===== src/pkg/lpd_pkg.sv =====
package lpd_pkg;
  // ***********************
  // register map
  // ***********************
  localparam logic [7:0] REG_CHIP_CTRL = 8'h00;
  localparam logic [7:0] REG_CHANNEL_OPERATING_MODE = 8'h01;
  localparam logic [7:0] REG_CONFIG = 8'h08;
  localparam logic [7:0] REG_STATUS = 8'h0c;
  localparam logic [7:0] REG_SOFT_RST = 8'h0d;
  localparam logic [7:0] REG_OUT_PIN = 8'h0e;
  localparam logic [7:0] SOFT_RST_KEY = 8'hff;
  localparam logic [7:0] CONFIG_RESET = 8'h00;
  localparam logic [2:0] OUT_PIN_RESET = 3'h0;
  localparam logic [5:0] CHANNEL_OPERATING_MODE_RESET = 6'h00;
  // ***********************
  // field positions
  // ***********************
  localparam int CHIP_EN_BIT = 0;
  localparam int CLK_DET_BIT = 1;
  localparam int EXT_USED_BIT = 0;
  localparam int INT_ROLE_BIT = 2;
  localparam int GPO_BIT = 1;
  localparam int INT_LVL_BIT = 0;
  localparam int CHANNEL_OPERATING_MODE_W = 6;
  localparam logic [1:0] CLK_EXT = 2'h0;
  localparam logic [1:0] CLK_AUTO = 2'h2;
  // ***********************
  // timing
  // ***********************
  localparam int SYS_CLK_HZ = 250_000_000;
  localparam int INT_OSC_HZ = 32768;
  localparam int EXT_MIN_HZ = 15000;
  localparam int EN_START_US = 1000;
  localparam int CE_START_US = 500;
  localparam int INT_OSC_CYC = SYS_CLK_HZ / INT_OSC_HZ;
  localparam int EXT_LOSS_CYC = SYS_CLK_HZ / EXT_MIN_HZ;
  localparam int EN_START_CYC = (SYS_CLK_HZ / 1_000_000) * EN_START_US;
  localparam int CE_START_CYC = (SYS_CLK_HZ / 1_000_000) * CE_START_US;
  localparam logic [1:0] TRIGGER_LINE_IN_TICKS = 2'h2;
  localparam logic [1:0] TRIGGER_LINE_OUT_TICKS = 2'h3;
  localparam logic [6:0] I2C_BASE_ADDR = 7'h32;
  // ***********************
  // types
  // ***********************
  typedef enum logic [2:0] {
    MODE_RESET = 3'h0,
    MODE_STANDBY = 3'h1,
    MODE_STARTUP = 3'h2,
    MODE_NORMAL = 3'h3,
    MODE_PSAVE = 3'h4
  } lpd_mode_t;
  typedef struct packed {
    logic valid;
    logic [7:0] addr;
    logic [7:0] data;
  } lpd_wr_t;
endpackage


===== src/design/lpd_i2c_slave.sv =====
`timescale 1ns/1ps
module lpd_i2c_slave (
  input wire logic i_sys_clk,
  input wire logic i_sys_rst,
  input wire logic i_scl,
  input wire logic i_sda,
  input wire logic [1:0] i_addr_sel,
  input wire logic [7:0] i_rd_data,
  output logic [7:0] o_rd_addr,
  output lpd_pkg::lpd_wr_t o_wr,
  output logic o_sda_oe
);
  typedef enum logic [2:0] {
    I_IDLE = 3'h0,
    I_RX = 3'h1,
    I_ACK = 3'h2,
    I_TX = 3'h3,
    I_TACK = 3'h4
  } lpd_i2c_st_t;
  // ***********************
  // pin sampling
  // ***********************
  logic [2:0] scl_r;
  logic [2:0] sda_r;
  logic [1:0] sel_m;
  logic [1:0] sel_s;
  always_ff @(posedge i_sys_clk)
  begin
    if (i_sys_rst)
    begin
      scl_r <= 3'h7;
      sda_r <= 3'h7;
      sel_m <= 2'h0;
      sel_s <= 2'h0;
    end
    else
    begin
      scl_r <= {scl_r[1:0], i_scl};
      sda_r <= {sda_r[1:0], i_sda};
      sel_m <= i_addr_sel;
      sel_s <= sel_m;
    end
  end
  logic scl_hi;
  logic scl_rise;
  logic scl_fall;
  logic start;
  logic stop;
  logic [6:0] my_addr;
  assign scl_hi = scl_r[1] && scl_r[2];
  assign scl_rise = scl_r[1] && !scl_r[2];
  assign scl_fall = !scl_r[1] && scl_r[2];
  // any sda move while scl is high ends the transfer in flight
  assign start = scl_hi && !sda_r[1] && sda_r[2];
  assign stop = scl_hi && sda_r[1] && !sda_r[2];
  assign my_addr = lpd_pkg::I2C_BASE_ADDR + {5'h00, sel_s};
  // ***********************
  // byte engine
  // ***********************
  lpd_i2c_st_t st;
  logic [7:0] sr;
  logic [3:0] bits;
  logic [1:0] idx;
  logic rw;
  logic nack;
  always_ff @(posedge i_sys_clk)
  begin
    if (i_sys_rst)
    begin
      st <= I_IDLE;
      sr <= 8'h00;
      bits <= 4'h0;
      idx <= 2'h0;
      rw <= 1'b0;
      nack <= 1'b0;
      o_rd_addr <= 8'h00;
      o_wr <= '0;
      o_sda_oe <= 1'b0;
    end
    else
    begin
      o_wr.valid <= 1'b0;
      if (start)
      begin
        st <= I_RX;
        bits <= 4'h0;
        idx <= 2'h0;
        o_sda_oe <= 1'b0;
      end
      else if (stop)
      begin
        st <= I_IDLE;
        o_sda_oe <= 1'b0;
      end
      else
      begin
        case (st)
          I_RX:
            if (scl_rise)
            begin
              sr <= {sr[6:0], sda_r[1]};
              bits <= bits + 4'h1;
            end
            else if (scl_fall && bits == 4'h8)
            begin
              bits <= 4'h0;
              st <= I_ACK;
              o_sda_oe <= 1'b1;
              if (idx != 2'h2)
                idx <= idx + 2'h1;
              if (idx == 2'h0)
              begin
                rw <= sr[0];
                if (sr[7:1] != my_addr)
                begin
                  st <= I_IDLE;
                  o_sda_oe <= 1'b0;
                end
              end
              else if (idx == 2'h1)
                o_rd_addr <= sr;
              else
              begin
                o_wr.valid <= 1'b1;
                o_wr.addr <= o_rd_addr;
                o_wr.data <= sr;
                o_rd_addr <= o_rd_addr + 8'h01;
              end
            end
          I_ACK:
            if (scl_fall)
            begin
              st <= rw ? I_TX : I_RX;
              sr <= i_rd_data;
              o_sda_oe <= rw && !i_rd_data[7];
            end
          I_TX:
            if (scl_rise)
              bits <= bits + 4'h1;
            else if (scl_fall && bits == 4'h8)
            begin
              st <= I_TACK;
              bits <= 4'h0;
              o_sda_oe <= 1'b0;
              o_rd_addr <= o_rd_addr + 8'h01;
            end
            else if (scl_fall)
            begin
              sr <= {sr[6:0], 1'b0};
              o_sda_oe <= !sr[6];
            end
          I_TACK:
            if (scl_rise)
              nack <= sda_r[1];
            else if (scl_fall)
            begin
              st <= nack ? I_IDLE : I_TX;
              sr <= i_rd_data;
              o_sda_oe <= !nack && !i_rd_data[7];
            end
          default:
            st <= I_IDLE;
        endcase
      end
    end
  end
endmodule // lpd_i2c_slave


===== src/design/lpd_logic_if.sv =====
`timescale 1ns/1ps
// How it works
// - clock field 00 external, 01/11 internal, 10 automatic selection
// - external clock flagged absent only below about 15 kHz
// - any fast toggling counts as external clock present
// - input stuck low or high is flagged absent
// - status bit at 0CH shows external clock present while detection enabled
// - program tick comes straight from the selected slow clock
// - power save with external clock in use and present stops the internal oscillator
// - output register bit 2 turns interrupt pin into push-pull output
// - output register bit 1 drives the general output pin
// - output register bit 0 sets interrupt pin level when repurposed
// - otherwise interrupt pin is active-low open drain
// - trigger line is shared open drain, pulled low to signal
// - sent trigger holds the line low exactly three slow periods
// - writing FFH to 0DH restores every register default
// - standby whenever chip enable bit or enable pin is low
// - registers writable with pin high; settings act after start-up
// - start-up lasts 1 ms after pin rise, 500 us after bit set
// - enable pin low clears chip enable bit; bit resets to 0
// - sda moving while scl high aborts the transaction
// - bytes are 8 bits, msb first, each acknowledged
// - channel mode writes take effect on the slow clock only
module lpd_logic_if #(
  parameter int EXT_LOSS_CYC = lpd_pkg::EXT_LOSS_CYC,
  parameter int INT_OSC_CYC = lpd_pkg::INT_OSC_CYC,
  parameter int EN_START_CYC = lpd_pkg::EN_START_CYC,
  parameter int CE_START_CYC = lpd_pkg::CE_START_CYC
) (
  input wire logic i_sys_clk,
  input wire logic i_sys_rst,
  input wire logic i_scl,
  input wire logic i_sda,
  output logic o_sda_out,
  output logic o_sda_oe,
  input wire logic [1:0] i_addr_sel,
  input wire logic i_en_pin,
  input wire logic i_slow_clock_input,
  input wire logic i_trigger_line,
  output logic o_trigger_line_out,
  output logic o_trigger_line_oe,
  input wire logic i_trigger_line_send,
  output logic o_trigger_line_recv,
  input wire logic i_irq_req,
  output logic o_int_out,
  output logic o_int_oe,
  output logic o_general_output_pin,
  input wire logic i_power_save_req,
  output logic o_int_osc_en,
  output logic o_prog_tick,
  output logic o_ext_present,
  output logic o_use_ext,
  output lpd_pkg::lpd_mode_t o_mode,
  output logic o_func_en,
  output logic [lpd_pkg::CHANNEL_OPERATING_MODE_W-1:0] o_channel_operating_mode
);
  localparam int CW = 20;
  if (EXT_LOSS_CYC < 8 || EXT_LOSS_CYC >= 2**CW || INT_OSC_CYC < 8 || INT_OSC_CYC >= 2**CW
      || EN_START_CYC < 8 || EN_START_CYC >= 2**CW || CE_START_CYC < 8 || CE_START_CYC >= 2**CW)
  begin : g_chk
    $error("lpd_logic_if: count parameter out of range");
  end
  // ***********************
  // pin synchronisers
  // ***********************
  logic [2:0] pin_m;
  logic [2:0] pin_s;
  logic slow_prev;
  always_ff @(posedge i_sys_clk)
  begin
    if (i_sys_rst)
    begin
      pin_m <= 3'h1;
      pin_s <= 3'h1;
      slow_prev <= 1'b0;
    end
    else
    begin
      pin_m <= {i_en_pin, i_slow_clock_input, i_trigger_line};
      pin_s <= pin_m;
      slow_prev <= pin_s[1];
    end
  end
  logic en_s;
  logic trigger_line_s;
  logic slow_rise;
  assign en_s = pin_s[2];
  assign trigger_line_s = pin_s[0];
  assign slow_rise = pin_s[1] && !slow_prev;
  // ***********************
  // register file
  // ***********************
  lpd_pkg::lpd_wr_t wr;
  logic [7:0] rd_addr;
  logic [7:0] rd_data;
  logic wr_ok;
  logic soft_rst;
  logic rst_all;
  logic chip_en;
  logic [7:0] cfg;
  logic [2:0] output_pin_control;
  logic [lpd_pkg::CHANNEL_OPERATING_MODE_W-1:0] opm_new;
  logic opm_pend;
  assign wr_ok = wr.valid && en_s;
  assign rst_all = i_sys_rst || soft_rst;
  always_ff @(posedge i_sys_clk)
  begin
    if (i_sys_rst)
      soft_rst <= 1'b0;
    else
      soft_rst <= wr_ok && wr.addr == lpd_pkg::REG_SOFT_RST && wr.data == lpd_pkg::SOFT_RST_KEY;
  end
  always_ff @(posedge i_sys_clk)
  begin
    if (rst_all)
    begin
      chip_en <= 1'b0;
      cfg <= lpd_pkg::CONFIG_RESET;
      output_pin_control <= lpd_pkg::OUT_PIN_RESET;
    end
    else
    begin
      if (wr_ok && wr.addr == lpd_pkg::REG_CHIP_CTRL)
        chip_en <= wr.data[lpd_pkg::CHIP_EN_BIT];
      if (!en_s)
        chip_en <= 1'b0;
      if (wr_ok && wr.addr == lpd_pkg::REG_CONFIG)
        cfg <= wr.data;
      if (wr_ok && wr.addr == lpd_pkg::REG_OUT_PIN)
        output_pin_control <= wr.data[2:0];
    end
  end
  // mode writes cross onto the slow tick; a second write before it lands replaces the first
  always_ff @(posedge i_sys_clk)
  begin
    if (rst_all)
    begin
      opm_new <= lpd_pkg::CHANNEL_OPERATING_MODE_RESET;
      opm_pend <= 1'b0;
      o_channel_operating_mode <= lpd_pkg::CHANNEL_OPERATING_MODE_RESET;
    end
    else
    begin
      if (o_prog_tick && opm_pend)
      begin
        o_channel_operating_mode <= opm_new;
        opm_pend <= 1'b0;
      end
      if (wr_ok && wr.addr == lpd_pkg::REG_CHANNEL_OPERATING_MODE)
      begin
        opm_new <= wr.data[lpd_pkg::CHANNEL_OPERATING_MODE_W-1:0];
        opm_pend <= 1'b1;
      end
    end
  end
  always_comb
  begin
    rd_data = 8'h00;
    case (rd_addr)
      lpd_pkg::REG_CHIP_CTRL: rd_data[lpd_pkg::CHIP_EN_BIT] = chip_en;
      lpd_pkg::REG_CHANNEL_OPERATING_MODE: rd_data[lpd_pkg::CHANNEL_OPERATING_MODE_W-1:0] = o_channel_operating_mode;
      lpd_pkg::REG_CONFIG: rd_data = cfg;
      lpd_pkg::REG_STATUS: rd_data[lpd_pkg::EXT_USED_BIT] = cfg[lpd_pkg::CLK_DET_BIT] && o_ext_present;
      lpd_pkg::REG_OUT_PIN: rd_data[2:0] = output_pin_control;
      default: rd_data = 8'h00;
    endcase
  end
  lpd_i2c_slave u_i2c (
    .i_sys_clk(i_sys_clk),
    .i_sys_rst(i_sys_rst),
    .i_scl(i_scl),
    .i_sda(i_sda),
    .i_addr_sel(i_addr_sel),
    .i_rd_data(rd_data),
    .o_rd_addr(rd_addr),
    .o_wr(wr),
    .o_sda_oe(o_sda_oe)
  );
  assign o_sda_out = 1'b0;
  // ***********************
  // operating modes
  // ***********************
  logic run;
  logic [CW-1:0] en_age;
  logic [CW-1:0] st_cnt;
  logic [7:0] cfg_act;
  logic [2:0] gpo_act;
  assign run = chip_en && en_s;
  assign o_func_en = o_mode == lpd_pkg::MODE_NORMAL || o_mode == lpd_pkg::MODE_PSAVE;
  always_ff @(posedge i_sys_clk)
  begin
    if (rst_all || !en_s)
      en_age <= '0;
    else if (en_age != CW'(EN_START_CYC))
      en_age <= en_age + 1'b1;
  end
  always_ff @(posedge i_sys_clk)
  begin
    if (rst_all)
    begin
      o_mode <= lpd_pkg::MODE_RESET;
      st_cnt <= '0;
    end
    else
    begin
      case (o_mode)
        lpd_pkg::MODE_RESET:
          o_mode <= lpd_pkg::MODE_STANDBY;
        lpd_pkg::MODE_STANDBY:
          if (run)
          begin
            o_mode <= lpd_pkg::MODE_STARTUP;
            st_cnt <= CW'(CE_START_CYC - 1);
          end
        lpd_pkg::MODE_STARTUP:
          if (!run)
            o_mode <= lpd_pkg::MODE_STANDBY;
          else if (st_cnt != '0)
            st_cnt <= st_cnt - 1'b1;
          else if (en_age == CW'(EN_START_CYC))
            o_mode <= lpd_pkg::MODE_NORMAL;
        lpd_pkg::MODE_NORMAL:
          if (!run)
            o_mode <= lpd_pkg::MODE_STANDBY;
          else if (i_power_save_req)
            o_mode <= lpd_pkg::MODE_PSAVE;
        lpd_pkg::MODE_PSAVE:
          if (!run)
            o_mode <= lpd_pkg::MODE_STANDBY;
          else if (!i_power_save_req)
            o_mode <= lpd_pkg::MODE_NORMAL;
        default:
          o_mode <= lpd_pkg::MODE_STANDBY;
      endcase
    end
  end
  // settings written in standby are held back until start-up is done
  always_ff @(posedge i_sys_clk)
  begin
    if (rst_all)
    begin
      cfg_act <= lpd_pkg::CONFIG_RESET;
      gpo_act <= lpd_pkg::OUT_PIN_RESET;
    end
    else if (o_func_en)
    begin
      cfg_act <= cfg;
      gpo_act <= output_pin_control;
    end
  end
  // ***********************
  // clock detect and select
  // ***********************
  logic [CW-1:0] loss_cnt;
  logic [CW-1:0] osc_cnt;
  logic int_tick;
  // only a too slow clock is caught; fast clocks always look present
  always_ff @(posedge i_sys_clk)
  begin
    if (rst_all)
    begin
      loss_cnt <= '0;
      o_ext_present <= 1'b0;
    end
    else if (slow_rise)
    begin
      loss_cnt <= '0;
      o_ext_present <= 1'b1;
    end
    else if (loss_cnt == CW'(EXT_LOSS_CYC - 1))
      o_ext_present <= 1'b0;
    else
      loss_cnt <= loss_cnt + 1'b1;
  end
  assign o_use_ext = cfg_act[1:0] == lpd_pkg::CLK_EXT
                     || (cfg_act[1:0] == lpd_pkg::CLK_AUTO && o_ext_present);
  assign o_int_osc_en = o_func_en && !(o_mode == lpd_pkg::MODE_PSAVE && o_ext_present && o_use_ext);
  always_ff @(posedge i_sys_clk)
  begin
    if (rst_all || !o_int_osc_en || osc_cnt == CW'(INT_OSC_CYC - 1))
      osc_cnt <= '0;
    else
      osc_cnt <= osc_cnt + 1'b1;
  end
  assign int_tick = o_int_osc_en && osc_cnt == CW'(INT_OSC_CYC - 1);
  always_ff @(posedge i_sys_clk)
  begin
    if (rst_all)
      o_prog_tick <= 1'b0;
    else
      o_prog_tick <= o_func_en && (o_use_ext ? slow_rise : int_tick);
  end
  // ***********************
  // trigger line
  // ***********************
  logic [1:0] tin_cnt;
  logic [1:0] tout_cnt;
  logic tout_pend;
  // own drive is masked so a sent trigger does not echo back as received
  always_ff @(posedge i_sys_clk)
  begin
    if (rst_all || trigger_line_s || o_trigger_line_oe)
    begin
      tin_cnt <= 2'h0;
      o_trigger_line_recv <= 1'b0;
    end
    else
    begin
      o_trigger_line_recv <= o_prog_tick && tin_cnt == lpd_pkg::TRIGGER_LINE_IN_TICKS - 2'h1;
      if (o_prog_tick && tin_cnt != lpd_pkg::TRIGGER_LINE_IN_TICKS)
        tin_cnt <= tin_cnt + 2'h1;
    end
  end
  // start on a tick so the low time is whole slow periods
  always_ff @(posedge i_sys_clk)
  begin
    if (rst_all)
    begin
      tout_cnt <= 2'h0;
      tout_pend <= 1'b0;
    end
    else
    begin
      if (i_trigger_line_send)
        tout_pend <= 1'b1;
      if (o_prog_tick && tout_cnt != 2'h0)
        tout_cnt <= tout_cnt - 2'h1;
      else if (o_prog_tick && tout_pend)
      begin
        tout_cnt <= lpd_pkg::TRIGGER_LINE_OUT_TICKS;
        tout_pend <= i_trigger_line_send;
      end
    end
  end
  assign o_trigger_line_out = 1'b0;
  assign o_trigger_line_oe = tout_cnt != 2'h0;
  // ***********************
  // output pins
  // ***********************
  assign o_general_output_pin = gpo_act[lpd_pkg::GPO_BIT];
  assign o_int_oe = gpo_act[lpd_pkg::INT_ROLE_BIT] || i_irq_req;
  assign o_int_out = gpo_act[lpd_pkg::INT_ROLE_BIT] && gpo_act[lpd_pkg::INT_LVL_BIT];

  logic [2:0] trigger_line_seen;
  logic [CW:0] quiet;
  always_ff @(posedge i_sys_clk)
  begin
    if (rst_all || !o_trigger_line_oe)
      trigger_line_seen <= 3'h0;
    else if (o_prog_tick)
      trigger_line_seen <= trigger_line_seen + 3'h1;
    if (rst_all || slow_rise)
      quiet <= '0;
    else if (quiet[CW] == 1'b0)
      quiet <= quiet + 1'b1;
  end
endmodule // lpd_logic_if


===== config.mk =====
export PLATFORM = sky130hd
export DESIGN_NAME = lpd_logic_if
export DESIGN_NICKNAME = d
export VERILOG_FILES = /design/src/pkg/lpd_pkg.sv /design/src/design/lpd_i2c_slave.sv /design/src/design/lpd_logic_if.sv
export SDC_FILE = /design/constraint.sdc
export NUM_CORES = 1
export LEC_CHECK = 0
export BUFFER_PORTS_ARGS = -buffer_cell sky130_fd_sc_hd__buf_4
export CORE_ASPECT_RATIO = 1.75
export CORE_MARGIN = 5
export CORE_UTILIZATION = 45
export CTS_BUF_LIST = sky130_fd_sc_hd__clkbuf_8
export CTS_CLUSTER_SIZE = 28
export DETAILED_ROUTE_END_ITERATION = 7
export GPL_ROUTABILITY_DRIVEN = 0
export PLACE_DENSITY_LB_ADDON = 0.1
export SYNTH_ARGS = -nofsm -noshare
export SYNTH_HDL_FRONTEND = slang
export SYNTH_SLANG_ARGS = --single-unit

===== constraint.sdc =====
create_clock -name i_sys_clk -period 3.4 [get_ports i_sys_clk]
set_input_delay 0.68 -clock i_sys_clk [delete_from_list [all_inputs] [get_ports i_sys_clk]]
set_output_delay 0.68 -clock i_sys_clk [all_outputs]
set_load 0.02 [all_outputs]

# --- Word level (Yosys, flattened, before mapping) ---
# Index checks and enable logic that the tools add are counted.
word_totals:
  reg_bits: 184
  output_inout_bits: 22
  input_bits: 12
  wordCells: 263
classes:
  reduce_logical: 83
  eq_ne: 54
  n_addsub: 10
  muxes: 69
  bitwise: 8
ops:
  columns: ["op", "count"]
  rows:
  - ["$mux 8", 12]
  - ["$add 20x1->20 const B", 3]
  - ["$mux 20", 3]
  - ["$eq 8x4->1 const B", 6]
  - ["$mux 3", 16]
  - ["$pmux 20 s2", 1]
  - ["$logic_and 1x1->1", 32]
  - ["$pmux 8 s4", 1]
  - ["$pmux 3 s4", 2]
  - ["$reduce_and 8->1", 3]
  - ["$reduce_and 7->1", 3]
  - ["$eq 20x13->1 const B", 1]
  - ["$eq 20x15->1 const B", 1]
  - ["$eq 20x18->1 const B", 1]
  - ["$mux 1", 20]
  - ["$ne 2x2->1 const B", 10]
  - ["$ne 20x18->1 const B", 1]
  - ["$reduce_bool 20->1", 1]
  - ["$sub 20x1->20 const B", 1]
  - ["$mux 17", 1]
  - ["$eq 8x1->1 const B", 2]
  - ["$logic_not 8->1", 2]
  - ["$ne 4x1->1 const B", 4]
  - ["$pmux 8 s2", 1]
  - ["other kinds (36)", 96]

# --- Longest topological paths before layout ---
# Gate-level depths: netlist of run 1.
depth:
  word_depth: 9
  depth_mapped: 8
  depth_no_buf: 7

# --- By module ---
# A second synthesis of run 1 with hierarchy kept.
hier_totals:
  hier_cells: 1013
  hier_area_um2: 8803.4
by_module_without_submodules:
  columns: ["mod", "seq_area_each_um2", "cells_each", "instances", "area_each_um2"]
  rows:
  - ["lpd_logic_if", 2582.5, 676, 1, 5858.1]
  - ["lpd_i2c_slave", 1101.1, 337, 1, 2945.3]

# --- Worst setup path before layout of run 1 ---
# OpenSTA, ideal clock, no wires.
synth_path:
  path_kind: "register to register"
  startpoint: "reg o_mode[1]"
  endpoint: "reg osc_cnt[10]"
  n_path_buf: 2
  required_time_ps: 3335
  slack_ps: 1129
  period_less_slack_ps: 2271
  setup_time_ps: 65
  path_stages_with_launch: 8
  arrival_time_ps: 2206
  cell_sequence: "dfxtp_1 -> clkbuf_1 -> nor2_1 -> nand2_1 -> o21ai_0 -> or3b_2 -> clkbuf_1 -> nor2_1"
synth_between:
  elab_chain_len: 8
synth_rtl:
  columns: ["element", "line_no", "text"]
  rows:
  - ["start, declared", "lpd_logic_if.sv:53", "output lpd_pkg::lpd_mode_t o_mode,"]
  - ["start signal, assigned", "lpd_logic_if.sv:201", "o_mode <= lpd_pkg::MODE_RESET;"]
  - ["start signal, assigned", "lpd_logic_if.sv:208", "o_mode <= lpd_pkg::MODE_STANDBY;"]
  - ["start signal, assigned", "lpd_logic_if.sv:212", "o_mode <= lpd_pkg::MODE_STARTUP;"]
  - ["$eq 3x3->1", "lpd_logic_if.sv:189, lpd_logic_if.sv:277", null]
  - ["$logic_and 1x1->1 (2 in series)", "lpd_logic_if.sv:277", "assign o_int_osc_en = o_func_en && !(o_mode == lpd_pkg::MODE_PSAVE && o_ext_present && o_use_ext);"]
  - ["$logic_not 1->1", "lpd_logic_if.sv:277", null]
  - ["$logic_and 1x1->1 (*)", "lpd_logic_if.sv:277", null]
  - ["named net o_int_osc_en", "lpd_logic_if.sv:49", "output logic o_int_osc_en,"]
  - ["$logic_not 1->1 (*)", "lpd_logic_if.sv:280", "if (rst_all || !o_int_osc_en || osc_cnt == CW'(INT_OSC_CYC - 1))"]
  - ["$logic_or 1x1->1 (*) (2 in series)", "lpd_logic_if.sv:280", null]
  - ["end signal, assigned", "lpd_logic_if.sv:283", "osc_cnt <= osc_cnt + 1'b1;"]
  - ["end, declared", "lpd_logic_if.sv:255", "logic [CW-1:0] osc_cnt;"]
# The timed path passes the listed nets; every way through them passes the cells marked *.
# A chain may end at the register's enable or synchronous reset.

# --- Final worst setup path of run 1 ---
layout_path:
  startpoint: "reg o_mode[0]"
  endpoint: "out o_int_osc_en"
layout_between:
  elab_chain_len: 5
layout_rtl:
  columns: ["element", "line_no"]
  rows:
  - ["$eq 3x3->1", "lpd_logic_if.sv:189, lpd_logic_if.sv:277"]
  - ["$logic_and 1x1->1 (2 in series)", "lpd_logic_if.sv:277"]
  - ["$logic_not 1->1", "lpd_logic_if.sv:277"]
  - ["$logic_and 1x1->1 (*)", "lpd_logic_if.sv:277"]
  - ["end, declared", "lpd_logic_if.sv:49"]
# Mark *: on every way between the ends. The rest lies on a longest branch, timed or not.

==> results of run 1 <==
-- state kept, by name, indices dropped and copies added, names as in the netlist, 4 cells and up --
name                      flops
u_i2c.bits                    4
u_i2c.sr                      8
u_i2c.o_wr                   17
loss_cnt                     20
cfg                           8
en_age                       20
opm_new                       6
osc_cnt                      20
st_cnt                       20
u_i2c.o_rd_addr               8
o_channel_operating_mode      6
-- synthesized netlist by cell type, types with 8 or more instances --
cell	count
sky130_fd_sc_hd__xor2_1	32
sky130_fd_sc_hd__nor2b_1	16
sky130_fd_sc_hd__o21ai_0	31
sky130_fd_sc_hd__or3_1	14
sky130_fd_sc_hd__nor4_1	20
sky130_fd_sc_hd__nand4_1	24
sky130_fd_sc_hd__nor2_1	119
sky130_fd_sc_hd__or4_1	11
sky130_fd_sc_hd__inv_1	38
sky130_fd_sc_hd__and2_1	8
sky130_fd_sc_hd__or2_2	12
sky130_fd_sc_hd__nand2_1	81
sky130_fd_sc_hd__and3_1	9
sky130_fd_sc_hd__a21oi_1	58
sky130_fd_sc_hd__nor3_1	30
sky130_fd_sc_hd__ha_1	20
sky130_fd_sc_hd__dfxtp_1	184
sky130_fd_sc_hd__xnor2_1	29
sky130_fd_sc_hd__a31oi_1	9
sky130_fd_sc_hd__nand3_1	62
sky130_fd_sc_hd__clkbuf_1	39
sky130_fd_sc_hd__a211oi_1	15
sky130_fd_sc_hd__mux2i_1	24
-- logic make-up after synthesis --
kind of cell	count (synthesis)	synth area share (%)
compound gates	161	12.0
xor+xnor	61	6.37
fa+ha+maj	20	2.98
buf+inv	81	3.74
flops	184	43.9
mux	27	3.26
other cells	1	0.0447
simple gates	452	27.7
-- final cells by class --
class                      instances  area share (%)
tap                              238            3.23
timing repair buffer              41            3.34
clock inverter                    14            1.43
clock buffer                      18            2.69
sequential                       184            40.0
multi-input combinational        723            47.8
inverter                          38            1.55
-- worst paths after layout --
check                           cells past startpoint            from        endpoint
worst min register to register                      1  u_i2c.scl_r[0]  u_i2c.scl_r[1]
worst min-delay path                                2           i_scl  u_i2c.scl_r[0]
worst max register to register                      5       st_cnt[4]      st_cnt[10]
worst max-delay path                                4       o_mode[0]    o_int_osc_en
-- worst max-delay path, stage by stage (launching register included) --
cell	delay, ns
sky130_fd_sc_hd__dfxtp_1	0.40
sky130_fd_sc_hd__nor2_1	0.17
sky130_fd_sc_hd__nand2_1	0.25
sky130_fd_sc_hd__o21ai_0	0.39
sky130_fd_sc_hd__buf_4	0.21
-- power groups by stage --
stage	clock network, mW	registers [mW]	logic (mW)
floorplan	0	2.23	0.0651
global placement	0	2.23	0.0922
detailed placement	0	2.23	0.0930
CTS	1.49	2.18	0.0933
global route	1.57	2.19	0.103
finish	1.43	2.18	0.0915
-- layer usage --
layer,global-route usage [%],wire length (um),part of all wire (%)
met2,36.0,10900,56
met5,0,0,0
met4,5.65,248,1.3
met3,2.83,447,2.3
met1,20.1,7990,41
-- stage by stage --
step / power [mW] / hold slack (ns) / instances / util (%) / area, um^2
floorplan: 2.29 / 0.389 / 988 / - / 8400
global placement: 2.33 / 0.392 / 1224 / 47.8 / 8840
detailed placement: 2.33 / 0.399 / 1224 / 47.8 / 8840
CTS: 3.76 / 0.354 / 1256 / 49.8 / 9220
global route: 3.86 / 0.358 / 1256 / 49.8 / 9220
finish: 3.70 / 0.387 / 1256 / 49.8 / 9220
==> flow_summary.html, run 1 <==
<table>
<tr><th>Metric</th><th>Value</th></tr>
<tr><th colspan="2">Detailed routing</th></tr>
<tr><td>Total Wirelength</td><td>~20000 um</td></tr>
<tr><td>Vias</td><td>approximately 6900</td></tr>
<tr><td>Number of antenna-violating nets in the routed design</td><td>0</td></tr>
<tr><td>Via count normalized by instance count</td><td>roughly 5.5</td></tr>
<tr><td>Routed length per instance</td><td>15.6 um</td></tr>
<tr><td>DRC marker count from the first detailed-route iteration</td><td>371</td></tr>
<tr><td>Count of TritonRoute iterations in the first routing pass</td><td>4</td></tr>
<tr><td>Detailed-route DRC error count</td><td>0</td></tr>
<tr><th colspan="2">STA</th></tr>
<tr><td>Transition time at the pin with the least slew margin</td><td>1.00 ns</td></tr>
<tr><td>Clock skew after layout</td><td>0.0179 ns</td></tr>
<tr><td>Count of endpoints failing hold in the final timing report</td><td>0</td></tr>
<tr><td>Final setup viols</td><td>0</td></tr>
<tr><td>Setup ws final</td><td>0.854 ns</td></tr>
<tr><td>Top achievable clock speed</td><td>393 MHz</td></tr>
<tr><td>Post-layout minimum cycle time</td><td>2.55 ns</td></tr>
<tr><td>Portion of the clock cycle consumed by the worst path in the final layout</td><td>74.9%</td></tr>
<tr><td>Max-slew violation count</td><td>0</td></tr>
<tr><td>Setup tns final</td><td>0 ns</td></tr>
<tr><td>Setup repair after global routing missed its margin</td><td>no</td></tr>
<tr><td>Headroom to the max-slew limit</td><td>32.6%</td></tr>
<tr><th colspan="2">Die</th></tr>
<tr><td>Height of the die</td><td>191 um</td></tr>
<tr><td>Horizontal die dimension</td><td>113 um</td></tr>
<tr><td>Row Count</td><td>66</td></tr>
<tr><td>Overall die area</td><td>21600 um^2</td></tr>
<tr><td>Core Area</td><td>18500 um^2</td></tr>
<tr><td>Effective utilization at floorplan</td><td>45.4%</td></tr>
<tr><td>Number of top-level pins</td><td>34</td></tr>
<tr><th colspan="2">Worst setup path</th></tr>
<tr><td>Critical Path End Type</td><td>output port</td></tr>
<tr><td>Worst R2R Setup Slack</td><td>1.09 ns</td></tr>
<tr><td>Data arrival time of the critical path</td><td>1.87 ns</td></tr>
<tr><td>Top fanout value on the critical path</td><td>9</td></tr>
<tr><td>Data required time at the worst endpoint</td><td>between 2 and 3 ns</td></tr>
<tr><td>Crit Path Category</td><td>reg -&gt; out</td></tr>
<tr><td>Critical path launch point type</td><td>flip-flop</td></tr>
<tr><th colspan="2">Global routing</th></tr>
<tr><td>Total routing usage reported by global routing</td><td>18.5%</td></tr>
<tr><td>Maximum number of pins on one net before global-route repair</td><td>between 50 and 60</td></tr>
<tr><td>Remaining global-route overflow</td><td>0</td></tr>
<tr><td>Via count of the first global-routing pass</td><td>roughly 6600</td></tr>
<tr><td>Number of antenna violations at the first check in global routing</td><td>0</td></tr>
<tr><td>First-pass GRT wire length</td><td>32600 um</td></tr>
<tr><th colspan="2">CTS</th></tr>
<tr><td>Cell chosen for the clock root</td><td>sky130_fd_sc_hd__clkbuf_8</td></tr>
<tr><td>CTS tree</td><td>built</td></tr>
<tr><td>Buffer count from post-CTS setup fixing</td><td>0</td></tr>
<tr><td>Max clock buf depth</td><td>2</td></tr>
<tr><td>Hold_buf cts</td><td>0</td></tr>
<tr><td>Clock Sinks</td><td>around 180</td></tr>
<tr><td>Clock latency on the worst-skew pair</td><td>0.46 ns</td></tr>
<tr><td>Post_cts resized</td><td>0</td></tr>
<tr><td>CTS Buf Count</td><td>17</td></tr>
<tr><td>H-tree levels</td><td>4</td></tr>
<tr><td>CTS clock-pin slew for the worst setup and hold paths</td><td>around 0.11 ns</td></tr>
<tr><th colspan="2">Synthesis</th></tr>
<tr><td>Yosys warnings</td><td>0</td></tr>
<tr><td>Main synth FF type</td><td>sky130_fd_sc_hd__dfxtp_1</td></tr>
<tr><td>Post-synth top area share</td><td>43.9%</td></tr>
<tr><td>Syn Inst Count</td><td>~1000</td></tr>
<tr><td>Leading cell types by total area after synthesis</td><td>sky130_fd_sc_hd__dfxtp_1 44%, sky130_fd_sc_hd__nor2_1 5.3%, sky130_fd_sc_hd__nand3_1 3.7%</td></tr>
<tr><td>Area leader, netlist</td><td>sky130_fd_sc_hd__dfxtp_1</td></tr>
<tr><td>Cell Area, Synth</td><td>roughly 8400 um^2</td></tr>
<tr><td>Number of enable flip-flop cells after synthesis</td><td>0</td></tr>
<tr><td>Mean post-synth cell area</td><td>8.50 um^2</td></tr>
<tr><td>Share of the yosys chip area belonging to registers</td><td>43.9%</td></tr>
<tr><td>Ys async rst share</td><td>0%</td></tr>
<tr><td>Number of register bits inferred by synthesis</td><td>184</td></tr>
<tr><td>Distinct cells, synth</td><td>63</td></tr>
<tr><th colspan="2">Cells and area</th></tr>
<tr><td># fillers</td><td>1856</td></tr>
<tr><td>Fraction of final layout cells with drive strength greater than 1</td><td>9.92%</td></tr>
<tr><td>Antenna diode count</td><td>0</td></tr>
<tr><td>Total area of sequential cells</td><td>3680 um^2</td></tr>
<tr><td>Most common library cell in the layout ignoring fill and taps</td><td>sky130_fd_sc_hd__dfxtp_1</td></tr>
<tr><td>Final-stage net count</td><td>1037</td></tr>
<tr><td>Area growth from synthesis to final layout</td><td>9.81%</td></tr>
<tr><td>Area taken by multi-input logic gates</td><td>between 4000 and 5000 um^2</td></tr>
<tr><td>Most frequent cells in the layout</td><td>184 x sky130_fd_sc_hd__dfxtp_1, 119 x sky130_fd_sc_hd__nor2_1, 81 x sky130_fd_sc_hd__nand2_1</td></tr>
<tr><th colspan="2">Run status</th></tr>
<tr><td>Result of the run</td><td>completed</td></tr>
<tr><th colspan="2">Pwr</th></tr>
<tr><td>IR Drop Worst-Case VDD</td><td>0.226 mV</td></tr>
<tr><td>Share of total power consumed by net switching</td><td>25.4%</td></tr>
<tr><td>Pleak</td><td>roughly 3.3 nW</td></tr>
<tr><td>Cell-internal power</td><td>about 2.8 mW</td></tr>
<tr><td>Proportion of power drawn by combinational gates</td><td>2.5%</td></tr>
<tr><td>Switching power</td><td>0.940 mW</td></tr>
<tr><td>Flop pwr share</td><td>around three fifths</td></tr>
<tr><td>P per Cell Area</td><td>402 nW/um^2</td></tr>
<tr><td>Clk network pwr share</td><td>approximately 39%</td></tr>
<tr><th colspan="2">Place</th></tr>
<tr><td>Pre-CTS worst setup slack</td><td>0.989 ns</td></tr>
<tr><td>Number of input and output port buffers inserted</td><td>31</td></tr>
<tr><td>HPWL after detailed placement</td><td>14300 um</td></tr>
<tr><th colspan="2">Job</th></tr>
<tr><td>Max-cap violation count</td><td>0</td></tr>
<tr><th colspan="2">Min path</th></tr>
<tr><td>HP Class</td><td>in -&gt; reg</td></tr>
</table>
(Power assumes the default switching activity.)
==> run 2, diff against run 1 <==
==> constraint.sdc (replaced) <==
create_clock -name i_sys_clk -period 2.5 [get_ports i_sys_clk]
set_input_delay 0.5 -clock i_sys_clk [delete_from_list [all_inputs] [get_ports i_sys_clk]]
set_output_delay 0.5 -clock i_sys_clk [all_outputs]
set_load 0.02 [all_outputs]
==> run 2 against run 1 <==
Net effect: register-to-register slack got worse by 0.89 ns; worst hold slack got worse by 0.17 ns; flip-flop and latch count is the same; sequential power grew 36%; combinational power grew 50%; wire length decreased by 0.76%; via count up 1.0%; worst setup slack got worse by 0.65 ns; sequential share of layout area fell by 0.81 points; clock skew down 0.0055 ns; clock power is 43% higher; global-route usage rose by 0.086 points; largest power group unchanged; highest routed layer unchanged.
==> flow_summary.html, run 2 (same netlist as run 1, synthesis figures left out) <==
<table>
<tr><th>Metric</th><th>Value</th></tr>
<tr><th colspan="2">Global routing</th></tr>
<tr><td>Total routing usage reported by global routing</td><td>18.6%</td></tr>
<tr><td>Maximum number of pins on one net before global-route repair</td><td>45</td></tr>
<tr><td>Via count of the first global-routing pass</td><td>6832</td></tr>
<tr><td>Remaining global-route overflow</td><td>0</td></tr>
<tr><td>First-pass GRT wire length</td><td>between 30000 and 40000 um</td></tr>
<tr><td>Number of antenna violations at the first check in global routing</td><td>0</td></tr>
<tr><th colspan="2">Worst setup path</th></tr>
<tr><td>Crit path max-delay cell type</td><td>sky130_fd_sc_hd__or4_4</td></tr>
<tr><td>Data arrival time of the critical path</td><td>about 2.7 ns</td></tr>
<tr><td>Critical Path End Type</td><td>flip-flop</td></tr>
<tr><td>Critical path cell sequence</td><td>or4_4 -&gt; or3_1 -&gt; or2_0 -&gt; or4_1 -&gt; a31oi_1</td></tr>
<tr><td>Data required time at the worst endpoint</td><td>2.89 ns</td></tr>
<tr><td>R2R depth</td><td>5</td></tr>
<tr><td>Launch instance of the worst register-to-register path</td><td>st_cnt[8]</td></tr>
<tr><td>Top fanout value on the critical path</td><td>8</td></tr>
<tr><td>Worst R2R Setup Slack</td><td>0.20 ns</td></tr>
<tr><td>CP Depth</td><td>5</td></tr>
<tr><td>Critical path launch point type</td><td>flip-flop</td></tr>
<tr><td>Crit Path Category</td><td>reg -&gt; reg</td></tr>
<tr><td>Buffers &amp; Inverters on Critical Path</td><td>0</td></tr>
<tr><td>Cell family with the largest share of critical-path delay</td><td>simple AND/OR/NAND/NOR gates</td></tr>
<tr><td>Endpoint of the worst-slack reg-to-reg timing path</td><td>st_cnt[15]</td></tr>
<tr><td>Largest stage delay on the critical path</td><td>0.59 ns</td></tr>
<tr><th colspan="2">Detailed routing</th></tr>
<tr><td>Detailed-route DRC error count</td><td>0</td></tr>
<tr><td>Vias</td><td>6947</td></tr>
<tr><td>Number of antenna-violating nets in the routed design</td><td>0</td></tr>
<tr><td>Routed length per instance</td><td>between 15 and 20 um</td></tr>
<tr><td>Total Wirelength</td><td>~20000 um</td></tr>
<tr><td>DRC marker count from the first detailed-route iteration</td><td>317</td></tr>
<tr><td>Via count normalized by instance count</td><td>between 5 and 6</td></tr>
<tr><td>Count of TritonRoute iterations in the first routing pass</td><td>4</td></tr>
<tr><th colspan="2">STA</th></tr>
<tr><td>Final hold slack</td><td>0.215 ns</td></tr>
<tr><td>Portion of the clock cycle consumed by the worst path in the final layout</td><td>91.8%</td></tr>
<tr><td>Transition time at the pin with the least slew margin</td><td>0.683 ns</td></tr>
<tr><td>Final setup viols</td><td>0</td></tr>
<tr><td>Clock skew after layout</td><td>0.0124 ns</td></tr>
<tr><td>Count of endpoints failing hold in the final timing report</td><td>0</td></tr>
<tr><td>Setup tns final</td><td>0 ns</td></tr>
<tr><td>Setup repair after global routing missed its margin</td><td>no</td></tr>
<tr><td>Post-layout minimum cycle time</td><td>2.30 ns</td></tr>
<tr><td>Headroom to the max-slew limit</td><td>a little over half</td></tr>
<tr><td>Top achievable clock speed</td><td>436 MHz</td></tr>
<tr><td>Max-slew violation count</td><td>0</td></tr>
<tr><th colspan="2">Min path</th></tr>
<tr><td>Startpoint of the tightest hold check path</td><td>i_sda</td></tr>
<tr><td>Hold path endpoint</td><td>u_i2c.sda_r[0]</td></tr>
<tr><td>HP Class</td><td>in -&gt; reg</td></tr>
<tr><td>Number of cells on the worst hold path</td><td>2</td></tr>
<tr><th colspan="2">Die</th></tr>
<tr><td>Effective utilization at floorplan</td><td>45.4%</td></tr>
<tr><td>Core Area</td><td>around 18000 um^2</td></tr>
<tr><td>Overall die area</td><td>21600 um^2</td></tr>
<tr><td>Row Count</td><td>66</td></tr>
<tr><td>Height of the die</td><td>191 um</td></tr>
<tr><td>Number of top-level pins</td><td>34</td></tr>
<tr><td>Horizontal die dimension</td><td>113 um</td></tr>
<tr><th colspan="2">CTS</th></tr>
<tr><td>Hold_buf cts</td><td>0</td></tr>
<tr><td>CTS tree</td><td>built</td></tr>
<tr><td>Post_cts resized</td><td>0</td></tr>
<tr><td>Buffer count from post-CTS setup fixing</td><td>0</td></tr>
<tr><td>Clock latency on the worst-skew pair</td><td>0.46 ns</td></tr>
<tr><td>Clock Sinks</td><td>184</td></tr>
<tr><td>CTS clock-pin slew for the worst setup and hold paths</td><td>around 0.1 ns</td></tr>
<tr><td>Max clock buf depth</td><td>2</td></tr>
<tr><td>H-tree levels</td><td>4</td></tr>
<tr><td>CTS Buf Count</td><td>17</td></tr>
<tr><td>Cell chosen for the clock root</td><td>sky130_fd_sc_hd__clkbuf_8</td></tr>
<tr><th colspan="2">Cells and area</th></tr>
<tr><td>Post-route cell area</td><td>9410 um^2</td></tr>
<tr><td>Area growth from synthesis to final layout</td><td>12.1%</td></tr>
<tr><td># fillers</td><td>roughly 1900</td></tr>
<tr><td>Fraction of final layout cells with drive strength greater than 1</td><td>11.7%</td></tr>
<tr><td>Final-stage net count</td><td>1059</td></tr>
<tr><td>Antenna diode count</td><td>0</td></tr>
<tr><td>Most frequent cells in the layout</td><td>184 x sky130_fd_sc_hd__dfxtp_1, 119 x sky130_fd_sc_hd__nor2_1, 81 x sky130_fd_sc_hd__nand2_1</td></tr>
<tr><td>Post-route insts no fill</td><td>1278</td></tr>
<tr><td>Most common library cell in the layout ignoring fill and taps</td><td>sky130_fd_sc_hd__dfxtp_1</td></tr>
<tr><th colspan="2">Place</th></tr>
<tr><td>Cell count after placement</td><td>1246</td></tr>
<tr><td>HPWL after detailed placement</td><td>approximately 14000 um</td></tr>
<tr><td>Number of input and output port buffers inserted</td><td>31</td></tr>
<tr><td>Placed instance area</td><td>about 9000 um^2</td></tr>
<tr><th colspan="2">Pwr</th></tr>
<tr><td>Pwr Total</td><td>5.14 mW</td></tr>
<tr><td>P per Cell Area</td><td>546 nW/um^2</td></tr>
<tr><td>IR Drop Worst-Case VDD</td><td>between 0.3 and 0.4 mV</td></tr>
<tr><td>Pleak</td><td>roughly 3.4 nW</td></tr>
<tr><th colspan="2">Job</th></tr>
<tr><td>Max-cap violation count</td><td>0</td></tr>
<tr><th colspan="2">Run status</th></tr>
<tr><td>Result of the run</td><td>completed</td></tr>
</table>
## run 2: cell count changes in the layout (fill, tap and decap cells not counted)
cell	delta
sky130_fd_sc_hd__bufinv_16	+2
sky130_fd_sc_hd__inv_8	-6
sky130_fd_sc_hd__buf_4	+22
sky130_fd_sc_hd__inv_1	+1
sky130_fd_sc_hd__clkbuf_8	-1
sky130_fd_sc_hd__inv_6	+1
sky130_fd_sc_hd__clkinv_4	+2
sky130_fd_sc_hd__clkinv_8	+1
## run 2: metrics by stage
stage                     util, %  setup WS (ns)
after global routing         50.9         0.0119
after CTS                    50.9          0.195
after floorplan                 -          0.229
final                        50.9          0.205
after global placement       48.7          0.249
after detailed placement     48.7          0.227
## run 2: cell type report
type / count / area [um^2] / area share (%)
Multi-Input combinational cell: 723 / 4410 / 46.8
Clock inverter: 15 / 170 / 1.81
Inverter: 38 / 143 / 1.52
Tap cell: 238 / 298 / 3.17
Timing Repair Buffer: 63 / 473 / 5.03
Clock buffer: 17 / 234 / 2.49
Sequential cell: 184 / 3680 / 39.2
## run 2: layer usage
layer / GRT usage, % / wire length (um) / up-vias
li1: - / - / 3565
met1: 19.7 / 8040 / 3254
met2: 35.6 / 10300 / 87
met3: 3.46 / 469 / 41
met4: 7.31 / 629 / 0
met5: 0 / 0 / -
## run 2: report_power, final
group / internal (mW) / switching, mW
logic: 0.0533 / 0.0841
clock network: 0.909 / 1.13
registers: 2.95 / 0.0155
## run 2: worst register-to-register path: stages (launching register included)
cell	delay, ns
sky130_fd_sc_hd__dfxtp_1	0.39
sky130_fd_sc_hd__or4_4	0.59
sky130_fd_sc_hd__or3_1	0.35
sky130_fd_sc_hd__or2_0	0.23
sky130_fd_sc_hd__or4_1	0.50
sky130_fd_sc_hd__a31oi_1	0.17
## run 2: how the worst max path moves through the flow
stage / start / to / slack [ns]
after global placement: st_cnt[8] / st_cnt[15] / 0.25
after CTS: st_cnt[4] / st_cnt[10] / 0.19
after global routing: st_cnt[4] / st_cnt[10] / 0.01
after floorplan: o_mode[1] / osc_cnt[10] / 0.23
final: st_cnt[8] / st_cnt[15] / 0.20
after detailed placement: st_cnt[4] / st_cnt[10] / 0.23
==> run 3, diff against run 2 <==
--- a/config.mk
+++ b/config.mk
@@ -8,7 +8,7 @@
 export BUFFER_PORTS_ARGS = -buffer_cell sky130_fd_sc_hd__buf_4
 export CORE_ASPECT_RATIO = 1.75
 export CORE_MARGIN = 5
-export CORE_UTILIZATION = 45
+export CORE_UTILIZATION = 55
 export CTS_BUF_LIST = sky130_fd_sc_hd__clkbuf_8
 export CTS_CLUSTER_SIZE = 28
 export DETAILED_ROUTE_END_ITERATION = 7
==> run 3 against run 2 <==
Net effect: first-iteration DRC count is 19% lower; design area shrank 0.45%; count of clock-buffer cells in the layout stayed put; critical path depth unchanged; global-route usage grew 3.6 points; combinational power shrank 4%; via count up 1.1%; clock skew is 0.0087 ns higher; sequential power about the same; non-clock buffer count fell by 1; highest routed layer unchanged; critical endpoint unchanged; clock power rose by 7%.
==> flow_summary.html, run 3 (same netlist as run 1, synthesis figures left out) <==
<table>
<tr><th>Metric</th><th>Value</th></tr>
<tr><th colspan="2">Run status</th></tr>
<tr><td>Result of the run</td><td>completed</td></tr>
<tr><th colspan="2">Die</th></tr>
<tr><td>Height of the die</td><td>roughly 170 um</td></tr>
<tr><td>Horizontal die dimension</td><td>103 um</td></tr>
<tr><td>Row Count</td><td>59</td></tr>
<tr><td>Number of top-level pins</td><td>34</td></tr>
<tr><td>Core Area</td><td>14900 um^2</td></tr>
<tr><td>Overall die area</td><td>17900 um^2</td></tr>
<tr><td>Effective utilization at floorplan</td><td>56.3%</td></tr>
<tr><th colspan="2">CTS</th></tr>
<tr><td>Cell chosen for the clock root</td><td>sky130_fd_sc_hd__clkbuf_8</td></tr>
<tr><td>Clock Sinks</td><td>184</td></tr>
<tr><td>Clock latency on the worst-skew pair</td><td>0.46 ns</td></tr>
<tr><td>Buffer count from post-CTS setup fixing</td><td>0</td></tr>
<tr><td>CTS clock-pin slew for the worst setup and hold paths</td><td>0.10 ns</td></tr>
<tr><td>H-tree levels</td><td>4</td></tr>
<tr><td>Max clock buf depth</td><td>2</td></tr>
<tr><td>Hold_buf cts</td><td>0</td></tr>
<tr><td>CTS tree</td><td>built</td></tr>
<tr><td>CTS Buf Count</td><td>17</td></tr>
<tr><td>Post_cts resized</td><td>0</td></tr>
<tr><th colspan="2">Worst setup path</th></tr>
<tr><td>Critical path launch point type</td><td>flip-flop</td></tr>
<tr><td>Crit Path Category</td><td>reg -&gt; reg</td></tr>
<tr><td>Buffers &amp; Inverters on Critical Path</td><td>0</td></tr>
<tr><td>Largest stage delay on the critical path</td><td>0.59 ns</td></tr>
<tr><td>Critical path cell sequence</td><td>or4_4 -&gt; or3_1 -&gt; or2_0 -&gt; or4_1 -&gt; a31oi_1</td></tr>
<tr><td>Top fanout value on the critical path</td><td>8</td></tr>
<tr><td>Critical Path End Type</td><td>flip-flop</td></tr>
<tr><td>Data arrival time of the critical path</td><td>2.69 ns</td></tr>
<tr><td>Crit path max-delay cell type</td><td>sky130_fd_sc_hd__or4_4</td></tr>
<tr><td>Data required time at the worst endpoint</td><td>2.88 ns</td></tr>
<tr><td>Cell family with the largest share of critical-path delay</td><td>simple AND/OR/NAND/NOR gates</td></tr>
<tr><th colspan="2">Global routing</th></tr>
<tr><td>First-pass GRT wire length</td><td>between 30000 and 40000 um</td></tr>
<tr><td>Maximum number of pins on one net before global-route repair</td><td>37</td></tr>
<tr><td>Via count of the first global-routing pass</td><td>6837</td></tr>
<tr><td>Total routing usage reported by global routing</td><td>between 20% and 30%</td></tr>
<tr><td>Remaining global-route overflow</td><td>0</td></tr>
<tr><td>Number of antenna violations at the first check in global routing</td><td>0</td></tr>
<tr><th colspan="2">Cells and area</th></tr>
<tr><td>Most frequent cells in the layout</td><td>184 x sky130_fd_sc_hd__dfxtp_1, 119 x sky130_fd_sc_hd__nor2_1, 81 x sky130_fd_sc_hd__nand2_1</td></tr>
<tr><td>Area growth from synthesis to final layout</td><td>11.6%</td></tr>
<tr><td>Antenna diode count</td><td>0</td></tr>
<tr><td>Final-stage net count</td><td>1058</td></tr>
<tr><td>Most common library cell in the layout ignoring fill and taps</td><td>sky130_fd_sc_hd__dfxtp_1</td></tr>
<tr><td>Fraction of final layout cells with drive strength greater than 1</td><td>11.7%</td></tr>
<tr><td>Post-route insts no fill</td><td>1222</td></tr>
<tr><th colspan="2">STA</th></tr>
<tr><td>Post-layout minimum cycle time</td><td>2.31 ns</td></tr>
<tr><td>Clock skew after layout</td><td>0.0211 ns</td></tr>
<tr><td>Headroom to the max-slew limit</td><td>between 40 and 50%</td></tr>
<tr><td>Setup tns final</td><td>0 ns</td></tr>
<tr><td>Transition time at the pin with the least slew margin</td><td>0.749 ns</td></tr>
<tr><td>Max-slew violation count</td><td>0</td></tr>
<tr><td>Top achievable clock speed</td><td>between 400 and 500 MHz</td></tr>
<tr><td>Portion of the clock cycle consumed by the worst path in the final layout</td><td>92.3%</td></tr>
<tr><td>Setup repair after global routing missed its margin</td><td>no</td></tr>
<tr><td>Final setup viols</td><td>0</td></tr>
<tr><td>Count of endpoints failing hold in the final timing report</td><td>0</td></tr>
<tr><th colspan="2">Pwr</th></tr>
<tr><td>Clk network pwr share</td><td>41.4%</td></tr>
<tr><td>Cell-internal power</td><td>4.03 mW</td></tr>
<tr><td>Flop pwr share</td><td>between 50% and 60%</td></tr>
<tr><td>Switching power</td><td>1.25 mW</td></tr>
<tr><td>P per Cell Area</td><td>565 nW/um^2</td></tr>
<tr><td>Proportion of power drawn by combinational gates</td><td>~2.5%</td></tr>
<tr><td>Pleak</td><td>3.39 nW</td></tr>
<tr><td>IR Drop Worst-Case VDD</td><td>approximately 0.45 mV</td></tr>
<tr><td>Share of total power consumed by net switching</td><td>about a quarter</td></tr>
<tr><th colspan="2">Place</th></tr>
<tr><td>Cell count after placement</td><td>1190</td></tr>
<tr><td>HPWL after detailed placement</td><td>14100 um</td></tr>
<tr><td>Number of input and output port buffers inserted</td><td>31</td></tr>
<tr><th colspan="2">Detailed routing</th></tr>
<tr><td>Highest metal layer with signal wires</td><td>met4</td></tr>
<tr><td>Number of antenna-violating nets in the routed design</td><td>0</td></tr>
<tr><td>Vias</td><td>7023</td></tr>
<tr><td>Total length of routed met3 wires</td><td>between 400 and 500 um</td></tr>
<tr><td>DRC marker count from the first detailed-route iteration</td><td>258</td></tr>
<tr><td>Met1 routed wirelength after detailed routing</td><td>7540 um</td></tr>
<tr><td>Detailed-route DRC error count</td><td>0</td></tr>
<tr><td>Total Wirelength</td><td>about 19000 um</td></tr>
<tr><td>Routed length per instance</td><td>15.6 um</td></tr>
<tr><td>DR WL met2</td><td>10600 um</td></tr>
<tr><td>Count of TritonRoute iterations in the first routing pass</td><td>5</td></tr>
<tr><td>Via count normalized by instance count</td><td>~5.7</td></tr>
<tr><th colspan="2">Min path</th></tr>
<tr><td>HP Class</td><td>in -&gt; reg</td></tr>
<tr><th colspan="2">Job</th></tr>
<tr><td>Max-cap violation count</td><td>0</td></tr>
</table>
run 3: metal layers:
metal,track usage [%],up-vias
met1,24.4,3305
met2,40.9,105
met5,0,-
met4,8.81,0
li1,-,3570
met3,3.22,43
run 3: per-stage QoR:
| stage | hold WS [ns] | power, mW | utilization [%] | area [um^2] | setup slack [ns] |
|---|---|---|---|---|---|
| after floorplan | 0.389 | 3.12 | - | 8400 | 0.229 |
| final | 0.223 | 5.29 | 62.8 | 9360 | 0.193 |
| after global routing | 0.193 | 5.48 | 62.8 | 9360 | 0.0708 |
| after CTS | 0.198 | 5.34 | 62.8 | 9360 | 0.188 |
| after global placement | 0.396 | 3.17 | 59.9 | 8930 | 0.263 |
| after detailed placement | 0.395 | 3.17 | 59.9 | 8930 | 0.219 |
run 3: area by class of cell:
type                       count  area [um^2]
timing repair buffer          62          465
multi-input combinational    723         4410
sequential                   184         3680
clock inverter                15          204
tap                          183          229
clock buffer                  17          234
inverter                      38          143
fill                        1345         5550
run 3: worst paths after layout:
check	from	to	slack [ns]	cells after the start
worst min register to register	pin_m[0]	pin_s[0]	0.41	1
worst min-delay path	i_sda	u_i2c.sda_r[0]	0.22	2
worst max register to register	st_cnt[8]	st_cnt[15]	0.19	5
worst max-delay path	st_cnt[8]	st_cnt[15]	0.19	5
run 3: power by group through the flow:
stage,sequential (mW),combinational [mW],clock [mW]
after global placement,3.03,0.133,0
after CTS,2.97,0.134,2.24
after floorplan,3.03,0.0885,0
after detailed placement,3.03,0.133,0
after global routing,2.97,0.149,2.36
final,2.97,0.131,2.19
